===== src/qpc_pkg.sv =====
// Package: constants and types for the quad phase core pipeline
package qpc_pkg;
   // Register file map
   localparam logic [4:0] ADDR_INDIRECT  = 5'h00;
   localparam logic [4:0] ADDR_TIMER     = 5'h01;
   localparam logic [4:0] ADDR_IPTR_LOW  = 5'h02;
   localparam logic [4:0] ADDR_FLAGS     = 5'h03;
   localparam logic [4:0] ADDR_FSP       = 5'h04;
   localparam logic [4:0] ADDR_OSC_TRIM  = 5'h05;
   localparam logic [4:0] ADDR_IO_PINS   = 5'h06;
   localparam logic [4:0] ADDR_GPR_FIRST = 5'h07;
   localparam logic [4:0] ADDR_BANKED    = 5'h10;
   localparam int         GPR_WORDS      = 57;
   localparam logic [5:0] BANK_OFFSET    = 6'h20;
   localparam int         FSP_BANK_LSB   = 5;
   // Flag bit positions
   localparam int FLAG_CARRY = 0;
   localparam int FLAG_HALF  = 1;
   localparam int FLAG_ZERO  = 2;
   // Widths
   localparam int OPC_W  = 12;
   localparam int DATA_W = 8;
   localparam int IPTR_W = 9;
   // Reset values
   localparam logic [11:0] NOP_WORD   = 12'h000;
   localparam logic [7:0]  FLAGS_RST  = 8'h18;
   localparam logic [7:0]  TRIM_RST   = 8'h80;
   localparam logic [8:0]  IPTR_RST   = 9'h1ff;
   // Oscillator modes
   typedef enum logic [1:0] {
      LOW_POWER_CRYSTAL_MODE = 2'h0,
      STANDARD_CRYSTAL_MODE  = 2'h1,
      INTERNAL_RC_MODE       = 2'h2,
      EXTERNAL_RC_MODE       = 2'h3
   } qpc_osc_e;
   typedef enum logic [1:0] {PHASE_ONE, PHASE_TWO, PHASE_THREE, PHASE_FOUR} qpc_phase_e;
endpackage


===== src/qpc_core.sv =====
// Core sequencer, pipeline, ALU and register file
//
// Contract
// - Clock divided by four into phases
// - Pointer increments phase one, latch phase four
// - Fetch overlaps execute, one per cycle
// - Pointer-changing instructions take two cycles
// - Latched opcode executed phases two to four
// - Operand read phase two, write phase four
// - Separate twelve-bit program bus
// - Eight-bit ALU, add sub shift logic
// - Accumulator plus file or literal operands
// - Accumulator has no file address
// - Carry, half-carry, zero flags updated
// - Special registers mapped, direct and indirect
// - Seven special, twenty-five general registers
// - Larger variant adds sixteen banked registers
// - Second bank aliases 20h-2Fh, distinct above
// - General registers direct or via pointer
// - Two bits select four oscillator modes
// - Crystal modes accept external clock input
// - Serial programming uses data, clock pins
`timescale 1ns/100ps
module qpc_core
   import qpc_pkg::*;
#(
   parameter bit LARGE_MEM = 1'b1
)(
   input  wire logic              clk_i,
   input  wire logic              reset_i,
   output logic      [IPTR_W-1:0] prog_addr_o,
   input  wire logic [OPC_W-1:0]  prog_data_i,
   input  wire logic [1:0]        osc_mode_select_bits_i,
   input  wire logic              prog_mode_i,
   input  wire logic [5:0]        io_pins_i,
   output logic      [5:0]        io_pins_o,
   output logic      [5:0]        io_pins_oe_n_o,
   output logic                   prog_data_pin_o,
   output logic                   prog_clock_pin_o,
   output logic                   crystal_ext_clk_ok_o,
   output logic      [1:0]        phase_o,
   output logic      [DATA_W-1:0] accum_o,
   output logic      [DATA_W-1:0] core_flags_o
);
   // ****************************************
   // Phase sequencer and fetch
   // ****************************************
   qpc_phase_e        phase_ff, nxt_phase;
   logic [IPTR_W-1:0] iptr_ff, nxt_iptr;
   logic [OPC_W-1:0]  fetch_ff, nxt_fetch;
   logic [OPC_W-1:0]  opcode_latch_ff, nxt_opcode_latch;
   logic              flush_ff, nxt_flush;
   logic              branch;
   logic [IPTR_W-1:0] branch_tgt;

   always_comb begin
      unique case (phase_ff)
         PHASE_ONE:   nxt_phase = PHASE_TWO;
         PHASE_TWO:   nxt_phase = PHASE_THREE;
         PHASE_THREE: nxt_phase = PHASE_FOUR;
         PHASE_FOUR:  nxt_phase = PHASE_ONE;
      endcase
      nxt_iptr         = iptr_ff;
      nxt_fetch        = fetch_ff;
      nxt_opcode_latch = opcode_latch_ff;
      nxt_flush        = flush_ff;
      if (phase_ff == PHASE_ONE) begin
         nxt_iptr         = iptr_ff + 1'b1;
         // Previously fetched word enters execution; flushed word becomes no-op
         nxt_opcode_latch = flush_ff ? NOP_WORD : fetch_ff;
         nxt_flush        = 1'b0;
      end
      if (phase_ff == PHASE_FOUR) begin
         nxt_fetch = prog_data_i;
         if (branch) begin
            // Land one short so the phase-one increment fetches the target itself
            nxt_iptr  = branch_tgt - 1'b1;
            nxt_flush = 1'b1;
         end
      end
   end

   always_ff @(posedge clk_i or posedge reset_i) begin
      if (reset_i) begin
         phase_ff        <= PHASE_ONE;
         iptr_ff         <= IPTR_RST;
         fetch_ff        <= NOP_WORD;
         opcode_latch_ff <= NOP_WORD;
         flush_ff        <= 1'b1;
      end else begin
         phase_ff        <= nxt_phase;
         iptr_ff         <= nxt_iptr;
         fetch_ff        <= nxt_fetch;
         opcode_latch_ff <= nxt_opcode_latch;
         flush_ff        <= nxt_flush;
      end
   end

   // ****************************************
   // Register file
   // ****************************************
   logic [DATA_W-1:0] gpr_mem [GPR_WORDS];
   logic [DATA_W-1:0] accum_ff, nxt_accum;
   logic [DATA_W-1:0] flags_ff, nxt_flags;
   logic [DATA_W-1:0] fsp_ff, nxt_fsp;
   logic [DATA_W-1:0] trim_ff, nxt_trim;
   logic [DATA_W-1:0] timer_ff, nxt_timer;
   logic [5:0]        io_ff, nxt_io;
   logic [DATA_W-1:0] operand_ff, nxt_operand;

   // Map a file address to a flat general register index, with banking
   function automatic logic [5:0] gpr_index(input logic [4:0] a, input logic [7:0] fsp);
      logic bank;
      bank = LARGE_MEM && (fsp[FSP_BANK_LSB+1:FSP_BANK_LSB] == 2'h1);
      if (a < ADDR_BANKED || !bank)
         gpr_index = {1'b0, a} - {1'b0, ADDR_GPR_FIRST};
      else
         gpr_index = {1'b0, a} + BANK_OFFSET - {1'b0, ADDR_GPR_FIRST};
   endfunction

   logic [4:0]        file_addr;
   logic [DATA_W-1:0] file_rd;
   always_comb begin
      file_addr = opcode_latch_ff[4:0];
      // Indirect port substitutes the pointer; reading the port through itself gives zero
      if (file_addr == ADDR_INDIRECT)
         file_addr = fsp_ff[4:0];
      unique case (file_addr)
         ADDR_INDIRECT: file_rd = '0;
         ADDR_TIMER:    file_rd = timer_ff;
         ADDR_IPTR_LOW: file_rd = iptr_ff[DATA_W-1:0];
         ADDR_FLAGS:    file_rd = flags_ff;
         ADDR_FSP:      file_rd = fsp_ff;
         ADDR_OSC_TRIM: file_rd = trim_ff;
         ADDR_IO_PINS:  file_rd = {2'h0, io_pins_i};
         default:       file_rd = gpr_mem[gpr_index(file_addr, fsp_ff)];
      endcase
   end

   // ****************************************
   // Decode and ALU
   // ****************************************
   logic [DATA_W-1:0] lit, res;
   logic [DATA_W:0]   sum;
   logic [4:0]        nib;
   logic              wr_file, wr_acc, upd_z, upd_c, upd_h;
   always_comb begin
      lit     = opcode_latch_ff[DATA_W-1:0];
      res     = accum_ff;
      sum     = '0;
      nib     = '0;
      wr_file = 1'b0;
      wr_acc  = 1'b0;
      upd_z   = 1'b0;
      upd_c   = 1'b0;
      upd_h   = 1'b0;
      branch     = 1'b0;
      branch_tgt = {1'b0, lit};
      unique case (opcode_latch_ff[11:8])
         4'h0, 4'h1, 4'h2, 4'h3: begin
            // File-register forms: one or two operands, result to accumulator or file register
            unique case (opcode_latch_ff[9:6])
               4'h1: begin res = 8'h00; upd_z = 1'b1; end
               4'h2: begin
                  sum = {1'b0, operand_ff} + {1'b0, ~accum_ff} + 9'h001;
                  nib = {1'b0, operand_ff[3:0]} + {1'b0, ~accum_ff[3:0]} + 5'h01;
                  res = sum[DATA_W-1:0]; upd_z = 1'b1; upd_c = 1'b1; upd_h = 1'b1;
               end
               4'h4: begin res = accum_ff | operand_ff; upd_z = 1'b1; end
               4'h5: begin res = accum_ff & operand_ff; upd_z = 1'b1; end
               4'h6: begin res = accum_ff ^ operand_ff; upd_z = 1'b1; end
               4'h7: begin
                  sum = {1'b0, operand_ff} + {1'b0, accum_ff};
                  nib = {1'b0, operand_ff[3:0]} + {1'b0, accum_ff[3:0]};
                  res = sum[DATA_W-1:0]; upd_z = 1'b1; upd_c = 1'b1; upd_h = 1'b1;
               end
               4'h8: begin res = operand_ff; upd_z = 1'b1; end
               4'h9: begin res = ~operand_ff; upd_z = 1'b1; end
               4'hc: begin
                  res = {flags_ff[FLAG_CARRY], operand_ff[7:1]};
                  sum = {operand_ff[0], 8'h00}; upd_c = 1'b1;
               end
               4'hd: begin
                  res = {operand_ff[6:0], flags_ff[FLAG_CARRY]};
                  sum = {operand_ff[7], 8'h00}; upd_c = 1'b1;
               end
               default: res = operand_ff;
            endcase
            if (opcode_latch_ff[9:6] != 4'h0) begin
               wr_file = opcode_latch_ff[5];
               wr_acc  = !opcode_latch_ff[5];
            end else if (opcode_latch_ff[5]) begin
               res = accum_ff; wr_file = 1'b1;
            end
         end
         4'ha, 4'hb: begin
            branch     = 1'b1;
            branch_tgt = opcode_latch_ff[IPTR_W-1:0];
         end
         4'hc: begin res = lit; wr_acc = 1'b1; end
         4'hd: begin res = accum_ff | lit; wr_acc = 1'b1; upd_z = 1'b1; end
         4'he: begin res = accum_ff & lit; wr_acc = 1'b1; upd_z = 1'b1; end
         4'hf: begin res = accum_ff ^ lit; wr_acc = 1'b1; upd_z = 1'b1; end
         default: ;
      endcase
   end

   always_comb begin
      nxt_accum   = accum_ff;
      nxt_flags   = flags_ff;
      nxt_fsp     = fsp_ff;
      nxt_trim    = trim_ff;
      nxt_timer   = timer_ff;
      nxt_io      = io_ff;
      nxt_operand = operand_ff;
      if (phase_ff == PHASE_TWO)
         nxt_operand = file_rd;
      if (phase_ff == PHASE_FOUR) begin
         if (wr_acc)
            nxt_accum = res;
         if (upd_z)
            nxt_flags[FLAG_ZERO] = (res == 8'h00);
         if (upd_c)
            nxt_flags[FLAG_CARRY] = sum[DATA_W];
         if (upd_h)
            nxt_flags[FLAG_HALF] = nib[4];
         if (wr_file) begin
            unique case (file_addr)
               ADDR_TIMER:    nxt_timer = res;
               ADDR_FLAGS:    nxt_flags = res;
               ADDR_FSP:      nxt_fsp   = res;
               ADDR_OSC_TRIM: nxt_trim  = res;
               ADDR_IO_PINS:  nxt_io    = res[5:0];
               default:       ;
            endcase
         end
      end
   end

   always_ff @(posedge clk_i or posedge reset_i) begin
      if (reset_i) begin
         accum_ff   <= '0;
         flags_ff   <= FLAGS_RST;
         fsp_ff     <= '0;
         trim_ff    <= TRIM_RST;
         timer_ff   <= '0;
         io_ff      <= '0;
         operand_ff <= '0;
      end else begin
         accum_ff   <= nxt_accum;
         flags_ff   <= nxt_flags;
         fsp_ff     <= nxt_fsp;
         trim_ff    <= nxt_trim;
         timer_ff   <= nxt_timer;
         io_ff      <= nxt_io;
         operand_ff <= nxt_operand;
      end
   end

   // Memory array has no reset; software initialises general registers
   always_ff @(posedge clk_i) begin
      if (phase_ff == PHASE_FOUR && wr_file && file_addr >= ADDR_GPR_FIRST)
         gpr_mem[gpr_index(file_addr, fsp_ff)] <= res;
   end

   // ****************************************
   // Outputs
   // ****************************************
   qpc_osc_e osc_mode;
   assign osc_mode             = qpc_osc_e'(osc_mode_select_bits_i);
   assign crystal_ext_clk_ok_o = (osc_mode == LOW_POWER_CRYSTAL_MODE) ||
                                 (osc_mode == STANDARD_CRYSTAL_MODE);
   assign prog_addr_o          = iptr_ff;
   assign io_pins_o            = io_ff;
   // Only bits 1:0 are driven, and only during programming, so the serial pair owns them
   assign io_pins_oe_n_o       = prog_mode_i ? 6'h3c : 6'h3f;
   assign prog_data_pin_o      = io_ff[0];
   assign prog_clock_pin_o     = io_ff[1];
   assign phase_o              = phase_ff;
   assign accum_o              = accum_ff;
   assign core_flags_o         = flags_ff;

   // ****************************************
   // Assertions
   // ****************************************
   phase_cycle_a: assert property (@(posedge clk_i) disable iff (reset_i)
      phase_ff == PHASE_ONE |=> phase_ff == PHASE_TWO ##1 phase_ff == PHASE_THREE
      ##1 phase_ff == PHASE_FOUR ##1 phase_ff == PHASE_ONE)
      else $error("phase sequence broken");
   iptr_incr_a: assert property (@(posedge clk_i) disable iff (reset_i)
      phase_ff == PHASE_ONE |=> iptr_ff == $past(iptr_ff) + 1'b1)
      else $error("pointer not incremented");
   latch_hold_a: assert property (@(posedge clk_i) disable iff (reset_i)
      phase_ff != PHASE_ONE |=> $stable(opcode_latch_ff))
      else $error("opcode changed mid execution");
   operand_hold_a: assert property (@(posedge clk_i) disable iff (reset_i)
      phase_ff != PHASE_TWO |=> $stable(operand_ff))
      else $error("operand read outside phase two");
   branch_flush_a: assert property (@(posedge clk_i) disable iff (reset_i)
      phase_ff == PHASE_FOUR && branch |=> ##1 opcode_latch_ff == NOP_WORD)
      else $error("prefetch not discarded");
   branch_target_a: assert property (@(posedge clk_i) disable iff (reset_i)
      phase_ff == PHASE_FOUR && branch |=> iptr_ff + 1'b1 == $past(branch_tgt)
      ##1 iptr_ff == $past(branch_tgt, 2))
      else $error("branch target not fetched");
   accum_hold_a: assert property (@(posedge clk_i) disable iff (reset_i)
      phase_ff != PHASE_FOUR |=> $stable(accum_ff))
      else $error("accumulator written outside phase four");
   zero_flag_a: assert property (@(posedge clk_i) disable iff (reset_i)
      phase_ff == PHASE_FOUR && upd_z && !wr_file
      |=> flags_ff[FLAG_ZERO] == ($past(res) == 8'h00))
      else $error("zero flag wrong");
   fetch_cov: cover property (@(posedge clk_i) disable iff (reset_i)
      phase_ff == PHASE_FOUR && !branch);
   branch_cov: cover property (@(posedge clk_i) disable iff (reset_i)
      phase_ff == PHASE_FOUR && branch);
   bank_cov: cover property (@(posedge clk_i) disable iff (reset_i)
      wr_file && file_addr >= ADDR_BANKED && fsp_ff[6:5] == 2'h1);
endmodule


===== config.mk =====
export PLATFORM = sky130hd
export DESIGN_NAME = qpc_core
export DESIGN_NICKNAME = d
export VERILOG_FILES = /design/src/qpc_pkg.sv /design/src/qpc_core.sv
export SDC_FILE = /design/constraint.sdc
export NUM_CORES = 1
export LEC_CHECK = 0
export ABC_AREA = 1
export BUFFER_PORTS_ARGS = -buffer_cell sky130_fd_sc_hd__buf_2
export CAP_MARGIN = 20
export CORE_MARGIN = 2
export CORE_UTILIZATION = 55
export DETAILED_ROUTE_END_ITERATION = 8
export PLACE_DENSITY_LB_ADDON = 0.2
export SYNTH_ARGS = -nofsm -noshare
export SYNTH_HDL_FRONTEND = slang
export SYNTH_SLANG_ARGS = --single-unit

===== constraint.sdc =====
create_clock -name clk_i -period 4.2 [get_ports clk_i]
set_input_delay 0.21 -clock clk_i [delete_from_list [all_inputs] [get_ports clk_i]]
set_output_delay 0.21 -clock clk_i [all_outputs]
set_load 0.05 [all_outputs]

* After elaboration in Yosys (flattened, before gate mapping) *
Memory sizes are Yosys's and may differ from the RTL's.
Cells that the tools add are included.

word-level totals
  memories kept = 1
  bits in writable memories = 456
  register bits = 90
  bits in latches = 0
  word-level logic and storage cells = 135
  bits in read-only memories = 0
  input bits = 23
  output and inout bits = 42

memories
  memory   depth  bits a word  rd ports  clocked after Yosys merged registers in  wr ports  line             RTL
  gpr_mem  57     8            1         0                                        1         qpc_core.sv:102  logic [DATA_W-1:0] gpr_mem [GPR_WORDS];

operators by class
  shift-type cells = 0
  muxes and demuxes = 42
  reductions and logical operators = 27
  add/sub/neg operators = 11
  order comparisons = 2
  equal/unequal tests = 30
  divide/modulo/power cells = 0
  multipliers = 0
  bitwise gates (word level) = 9

operator list
  cell                                           number
  case mux 8 bit (9 select lines)                1
  case mux 8 bit (7 select lines)                1
  2-to-1 mux 9 bit                               5
  == test 4 bit, second input constant           10
  case mux 8 bit (5 select lines)                1
  case mux 9 bit (4 select lines)                1
  adder 8 x 8 -> 9 bit                           2
  adder 9 x 1 -> 9 bit, second input constant    2
  2-to-1 mux 1 bit                               18
  2-to-1 mux 6 bit                               3
  AND 8 bit                                      2
  == test 4 x 3 -> 1 bit, second input constant  4
  2-to-1 mux 8 bit                               2
  inverter 8 bit                                 2
  OR 8 bit                                       2
  bitwise XOR 8 bit                              2
  == test 5 x 3 -> 1 bit, second input constant  3
  AND reduction 3 bit                            5
  == test 4 x 2 -> 1 bit, second input constant  3
  2-to-1 mux 12 bit                              1
  OR reduction 4 bit                             3
  adder 4 x 4 -> 5 bit                           2
  == test 5 x 2 -> 1 bit, second input constant  2
  logical NOT 5 bit                              2
  30 further kinds                               42

* Logic depth before layout (Yosys ltp) *
Gate-level depths: netlist of the first run.

  word-level depth = 11
  gate-level depth with buffers = 24
  depth with buffers taken out = 20

* Worst setup path after synthesis of the first run *
No wires, ideal clock.

  kind = reg2reg
  from = register opcode_latch_ff[0]
  to = memory gpr_mem[12][0] (enable)
  data arrival time = 3.368 ns
  clock period less this slack = 3.738 ns
  stages on the path, launching flop included = 17
  required time = 3.830 ns
  slack = 0.462 ns
  buffers on the path = 6
  setup time = 0.370 ns
  cells stage by stage = dfrtp_1 > inv_1 > ha_1 > nand4_4 > nand2_1 > o21ai_2 > buf_2 > buf_2 > buf_2 > ha_1 > buf_2 > clkinv_1 > nor2_1 > buf_4 > buf_4 > nand3_1 > nor2_1

between the ends
  longest elaborated chain between the ends = 6
  elaborated cells between the ends (all ways) = 13

RTL lines
  item                                                     line                              RTL
  start: declaration                                       qpc_core.sv:51                    logic [OPC_W-1:0] opcode_latch_ff, nxt_opcode_latch;
  start signal: assignment                                 qpc_core.sv:94                    opcode_latch_ff <= nxt_opcode_latch;
  logical NOT 5 bit                                        qpc_core.sv:126                   if (file_addr == ADDR_INDIRECT)
  2-to-1 mux 5 bit *                                       qpc_core.sv:126
  adder 5 x 6 -> 6 bit, or another cell as far along       qpc_core.sv:118                   gpr_index = {1'b0, a} + BANK_OFFSET - {1'b0, ADDR_GPR_FIRST};
  subtractor 6 x 3 -> 6 bit, or another cell as far along  qpc_core.sv:118
  2-to-1 mux 6 bit or 2-to-1 mux 1 bit (tied branches)     qpc_core.sv:115, qpc_core.sv:262
  2-to-1 mux 6 bit or 2-to-1 mux 1 bit (tied branches)     qpc_core.sv:262, qpc_core.sv:263
  end: declaration                                         qpc_core.sv:102

Every way passes the cells marked *; elsewhere a longest branch is shown, timed or not. The select of a mux whose other input is x is not followed.

* Worst setup path after layout of the first run *
  from = register opcode_latch_ff[0]
  to = memory gpr_mem[19][5] (enable)

The elaborated chain is that of the path after synthesis.

==> flow_summary.json, run 1 <==
{
  "status": "complete, no violations",
  "cp-end-kind": "register",
  "clockRootBuffer": "clkbuf_16",
  "num_antenna_cells": 0,
  "gp_congestion": 0.922,
  "postCtsSetupBuffers": 0,
  "path_class": "register to register",
  "num-fill-cells": 3754,
  "hold_viol": 0,
  "grt_first_pass_wirelength_um": 105000,
  "maxCapViolations": 0,
  "num_rows": 78,
  "drv_slew": 0,
  "synth_top_cell_by_area": "edfxtp_1",
  "synth-edff-count": 456,
  "power_frac_clock": 0.316,
  "start_util": 0.560,
  "synth_top_area_frac": 0.536,
  "synthCells": 2707,
  "post_drt_via_cell_ratio": 5.45,
  "min-delay-start": "io_pins_i[0]",
  "final_core_util": 0.635,
  "remaining_drc_errors": 0,
  "finalCritPeriodShare": 0.990,
  "cts_tree": "yes",
  "synth_flop_cell": "edfxtp_1",
  "avgSynthCellArea_um2": 9.43,
  "clk_latency_ns": 0.63,
  "ioPinCount": 65,
  "maxSlewHeadroom": 0.396,
  "period_needed_ns": 4.16,
  "clk_pin_slew_ns": 0.06,
  "die_width_um": 219,
  "final_common_cell": "nand2_1",
  "ir_worst_vdd_mv": 0.385,
  "design_area_um2": 29000,
  "synth-async-reset-ratio": 0.165,
  "drt_iter0_drc": 1982,
  "antenna_found_initial": 0,
  "num-nets-final": 2959,
  "final_cell_mix": "nand2_1 (1258), edfxtp_1 (456), nor2_1 (147), inv_1 (139), o21ai_0 (105)",
  "setup_tns_ns": 0,
  "grt_usage": 0.290,
  "placed_cell_area_um2": 27100,
  "grt_setup_unrepaired": "true",
  "htree_levels": 2,
  "path_max_fanout": 18,
  "cts.sinks": 546,
  "syn-cell-area_um2": 25500,
  "hpwl_um": 45600,
  "rr_worst_depth": 13,
  "min-delay-path-class": "input pin to register",
  "p_leak_nw": 12.4,
  "antenna_left": 0,
  "p_int_mw": 10.1,
  "tightest_slew_ns": 0.906,
  "die_area_um2": 48200,
  "hold_path_end": "operand_ff[0]",
  "drive_above_1_share": 0.107,
  "first_pass_iters": 8,
  "worst_r2r_endpoint": "gpr_mem[19][5]",
  "cts_made_buffers": 55,
  "crit_arrival_ns": 4.41,
  "fmax_mhz": 241,
  "core_area_um2": 45600,
  "critPathRequiredTime_ns": 4.45,
  "wl_per_cell_um": 19.5,
  "p_sw_frac": 0.325,
  "finClkSkew_ns": 0.0239,
  "power.net_switching_mw": 4.86,
  "grt_overflow_total": 0,
  "synth_area_leaders": "edfxtp_1 (54%), nand2_1 (19%), dfrtp_1 (7.5%)",
  "grt_max_degree": 153,
  "power_density_nw_per_um2": 517,
  "p_seq_frac": 0.455,
  "ys_seq_elements": 546,
  "io_buffer_count": 59,
  "die-height_um": 219,
  "power_mw": 15.0,
  "pwr-share-comb": 0.230,
  "crit_path_start_kind": "register",
  "synthToLayoutAreaGrowth_pct": 13.4,
  "setup_violations": 0,
  "timing.rr.start": "opcode_latch_ff[0]",
  "dp.cells": 3413,
  "wl_um": 68700,
  "vias": 19200,
  "layout.cells.non_filler": 3528,
  "rrSetupSlack_ns": 0.04,
  "cts_buffer_depth": 3,
  "synth.distinct_cells": 51,
  "synth.yosys.warnings": 0,
  "seq_area_frac_synth": 0.625,
  "grt_pass1_vias": 18400,
  "whs_path_depth": 7
}
## worst max-delay path: stages, from the launching register on
cell     delay [ns]
dfrtp_1        0.41
inv_1          0.19
ha_1           0.29
nand4_4        0.22
nand2_1        0.18
nand2_4        0.09
ha_1           0.22
inv_1          0.17
nand2_2        0.09
nand2_4        0.22
nand2_2        0.11
inv_2          0.37
nand3_1        0.49
nor2_1         0.73
## power groups by stage
stage               registers [mW]  logic (mW)  clock network, mW
floorplan                     7.15        1.83                  0
global placement              6.93        3.32                  0
detailed placement            6.92        3.40                  0
CTS                           6.81        3.42               4.79
global route                  6.84        3.75               4.99
finish                        6.82        3.44               4.73
## synthesized netlist by cell type, drive strengths merged, types with 10 or more instances
| cell type | n |
|---|---|
| dfrtp | 77 |
| clkbuf | 39 |
| o21ai | 133 |
| nand4 | 10 |
| edfxtp | 456 |
| buf | 64 |
| o22ai | 28 |
| a21oi | 89 |
| nand3 | 77 |
| dfstp | 13 |
| inv | 161 |
| nand2 | 1276 |
| nor2 | 178 |
| o21a | 12 |
| ha | 50 |
## metal layers
| metal | vias to the layer above | GRT usage | part of all wire |
|---|---|---|---|
| met3 | 142 | 0.0430 | 0.077 |
| met4 | 0 | 0.108 | 0.033 |
| met5 | - | 0 | 0 |
| met2 | 759 | 0.487 | 0.48 |
| met1 | 9166 | 0.384 | 0.41 |
| li1 | 9159 | - | - |
## sequential cells by signal, summed over array words and instances (netlist names)
| signal | flops |
|---|---|
| accum_o | 8 |
| operand_ff | 8 |
| opcode_latch_ff | 12 |
| core_flags_o | 8 |
| timer_ff | 8 |
| gpr_mem | 456 |
| io_pins_o | 6 |
| fetch_ff | 12 |
| flush_ff | 1 |
| fsp_ff | 8 |
| prog_addr_o | 9 |
| trim_ff | 8 |
| phase_o | 2 |
## area by class of cell
cell class,count,area (um2),share of cell area
clock inverter,30,304,0.0105
clock buffer,71,1440,0.0496
tap,600,751,0.0259
inverter,163,621,0.0214
multi-input combinational,1961,8730,0.302
timing repair buffer,157,1150,0.0397
sequential,546,16000,0.551
## kinds of logic (layout without fill, tap and decap cells)
family / count (synthesis) / in the layout / share of synthesized area
adders and majority gates: 52 / 52 / 0.0261
DFF: 546 / 546 / 0.625
AOI/OAI and AO/OA: 283 / 283 / 0.0621
and+or+nand+nor: 1550 / 1550 / 0.240
buffers and inverters: 266 / 421 / 0.0438
xor gates and xnor gates: 8 / 8 / 0.00274
other: 2 / 68 / 0.000294
## how the worst max path moves through the flow
stage	slack [ns]	cells after the start	startpoint	to
5_1_grt	-0.14	13	opcode_latch_ff[0]	gpr_mem[19][3]
3_3_place_gp	0.26	13	opcode_latch_ff[0]	gpr_mem[19][4]
6_report	0.04	13	opcode_latch_ff[0]	gpr_mem[19][5]
2_1_floorplan	0.46	16	opcode_latch_ff[0]	gpr_mem[12][0]
3_5_place_dp	0.10	13	opcode_latch_ff[0]	gpr_mem[19][4]
4_1_cts	0.1	13	opcode_latch_ff[0]	gpr_mem[19][3]
## through the flow
step	setup slack [ns]	hold slack [ns]
after floorplan	0.462	0.327
after global placement	0.264	0.410
after detailed placement	0.105	0.422
after CTS	0.0992	0.154
after global routing	-0.141	0.237
final	0.0434	0.173
## repair_timing
action | 4_1_cts | 5_1_grt
hold buffers | 13 | 0
setup endpoints to repair | 0 | 81
gates resized for setup | 0 | 6
hold endpoints to repair | 59 | 0
No activity file was read; power rests on OpenSTA's default activity.
==> run 2: changes to the inputs <==
--- a/config.mk
+++ b/config.mk
@@ -8,10 +8,9 @@
 export ABC_AREA = 1
 export BUFFER_PORTS_ARGS = -buffer_cell sky130_fd_sc_hd__buf_2
 export CAP_MARGIN = 20
-export CORE_MARGIN = 2
 export CORE_UTILIZATION = 55
 export DETAILED_ROUTE_END_ITERATION = 8
-export PLACE_DENSITY_LB_ADDON = 0.2
+export PLACE_DENSITY = 0.69
 export SYNTH_ARGS = -nofsm -noshare
 export SYNTH_HDL_FRONTEND = slang
 export SYNTH_SLANG_ARGS = --single-unit
==> run 2 against run 1 <==
Non-clock buffer count fell by 5. Register-to-register slack improved by 0.05 ns. Maximum frequency rose by 1.1%. Global-route usage rose by 0.20 points. First-iteration DRC count rose by 4.9%. Final area rose by 0.44%. Combinational power barely moved. Critical path depth did not move. Routed wire length fell by 1.1%. Critical path type unchanged.
==> flow_summary.json, run 2 (synthesis gave the netlist of run 1 again) <==
{
  "status": "complete, no violations",
  "die-height_um": 217,
  "cts_made_buffers": 55,
  "dp_slack_ns": 0.0585,
  "fmax_mhz": 243,
  "path_max_fanout": 19,
  "remaining_drc_errors": 0,
  "first_pass_iters": 6,
  "p_int_mw": 10.4,
  "p_sw_frac": 0.319,
  "post_drt_via_cell_ratio": 5.46,
  "critPathRequiredTime_ns": 4.45,
  "antenna_left": 0,
  "num_rows": 78,
  "antenna_found_initial": 0,
  "p_leak_nw": 12.4,
  "clockRootBuffer": "clkbuf_16",
  "drive_above_1_share": 0.109,
  "grt_setup_unrepaired": "true",
  "synthToLayoutAreaGrowth_pct": 13.9,
  "htree_levels": 2,
  "power_density_nw_per_um2": 526,
  "finalCritPeriodShare": 0.979,
  "clk_latency_ns": 0.62,
  "largest_reg_flops": 456,
  "grt_overflow_total": 0,
  "start_util": 0.560,
  "num-fill-cells": 3753,
  "io_buffer_count": 59,
  "drv_slew": 0,
  "hold_viol": 0,
  "crit_arrival_ns": 4.36,
  "clk_pin_slew_ns": 0.06,
  "tightest_slew_ns": 0.925,
  "final_common_cell": "nand2_1",
  "maxCapViolations": 0,
  "power.net_switching_mw": 4.88,
  "cts_tree": "yes",
  "hpwl_um": 43800,
  "cts_buffer_depth": 3,
  "grt_max_degree": 172,
  "die_area_um2": 47300,
  "num-nets-final": 2954,
  "path_class": "register to register",
  "reg_top3": "gpr_mem (456), fetch_ff (12), opcode_latch_ff (12)",
  "ioPinCount": 65,
  "gp_congestion": 0.969,
  "die_width_um": 217,
  "finClkSkew_ns": 0.0226,
  "maxSlewHeadroom": 0.381,
  "cp-end-kind": "register",
  "wl_um": 67900,
  "crit_path_start_kind": "register",
  "setup_violations": 0,
  "grt_usage": 0.292,
  "core_area_um2": 45600,
  "pwr-share-comb": 0.225,
  "ir_worst_vdd_mv": 0.455,
  "grt_pass1_vias": 18800,
  "final_cell_mix": "nand2_1 (1258), edfxtp_1 (456), nor2_1 (146), inv_1 (139), o21ai_0 (105)",
  "min-delay-path-class": "input pin to register",
  "wl_per_cell_um": 19.3,
  "num_antenna_cells": 0,
  "cts.sinks": 546,
  "holdWs_ns": 0.162,
  "p_seq_frac": 0.445,
  "period_needed_ns": 4.11,
  "power_frac_clock": 0.330,
  "drt_iter0_drc": 2079,
  "grt_first_pass_wirelength_um": 105000,
  "regMostFlops": "gpr_mem",
  "vias": 19200,
  "fin_ws_ns": 0.0886
}
run 2: cell count changes in the layout (fill, tap and decap cells not counted), sizes merged:
cell,delta
buf,-5
clkinvlp,+4
bufinv,+4
clkbuf,-10
inv,+3
clkinv,-1
run 2: cell type report:
cell class	instances	area, um2	share of cell area
tap	600	751	0.0258
timing repair buffer	152	1140	0.0391
clock buffer	61	1440	0.0496
inverter	163	621	0.0213
multi-input combinational	1961	8740	0.301
clock inverter	40	430	0.0148
sequential	546	16000	0.549
run 2: path summary, 6_finish.rpt:
check | from | endpoint | slack (ns) | cells past startpoint
max in group asynchronous | reset_i | fetch_ff[7] | 2.83 | 4
worst min-delay path | io_pins_i[5] | operand_ff[5] | 0.16 | 7
worst max register to register | opcode_latch_ff[1] | gpr_mem[51][0] | 0.09 | 13
min in group asynchronous | reset_i | io_pins_o[1] | 0.27 | 3
worst max-delay path | opcode_latch_ff[1] | gpr_mem[51][0] | 0.09 | 13
worst min register to register | flush_ff | flush_ff | 0.48 | 2
run 2: power groups by stage:
stage	logic, mW	registers (mW)	clock network [mW]
floorplan	1.83	7.15	0
global placement	3.33	6.91	0
detailed placement	3.38	6.92	0
CTS	3.41	6.81	5.10
global route	3.75	6.83	5.32
finish	3.45	6.81	5.04
run 2: timing repair:
| action | in CTS | in global routing |
|---|---|---|
| hold buffers | 13 | 0 |
| resized for setup | 0 | 7 |
| setup buffers | 0 | 0 |
| setup endpoints to repair | 0 | 96 |
| endpoints found under the hold margin | 57 | 0 |
run 2: metal layers:
layer	vias to the layer above	share of wire	track usage
li1	9143	-	-
met1	9112	0.40	0.380
met2	807	0.49	0.489
met3	160	0.074	0.0464
met4	0	0.038	0.120
met5	-	0	0
run 2: per-stage QoR:
stage,utilization,setup TNS [ns],instances,power [mW],instance area [um2]
6_report,0.638,0,3523,15.3,29100
5_1_grt,0.638,-7.76,3523,15.9,29100
4_1_cts,0.638,0,3522,15.3,29100
3_5_place_dp,0.594,0,3408,10.3,27100
3_3_place_gp,0.594,0,3408,10.2,27100
2_1_floorplan,-,0,2773,8.98,25800
run 2: worst max-delay path, stage by stage (launching register included):
cell and delay (ns):
dfrtp_1 0.40, inv_1 0.17, ha_1 0.28, nand4_4 0.22, nand2_1 0.14, o21ai_2 0.09
ha_1 0.24, inv_1 0.16, nand2_2 0.09, nand2_4 0.25, nand2_2 0.13, inv_2 0.35
nand3_1 0.51, nor2_1 0.70
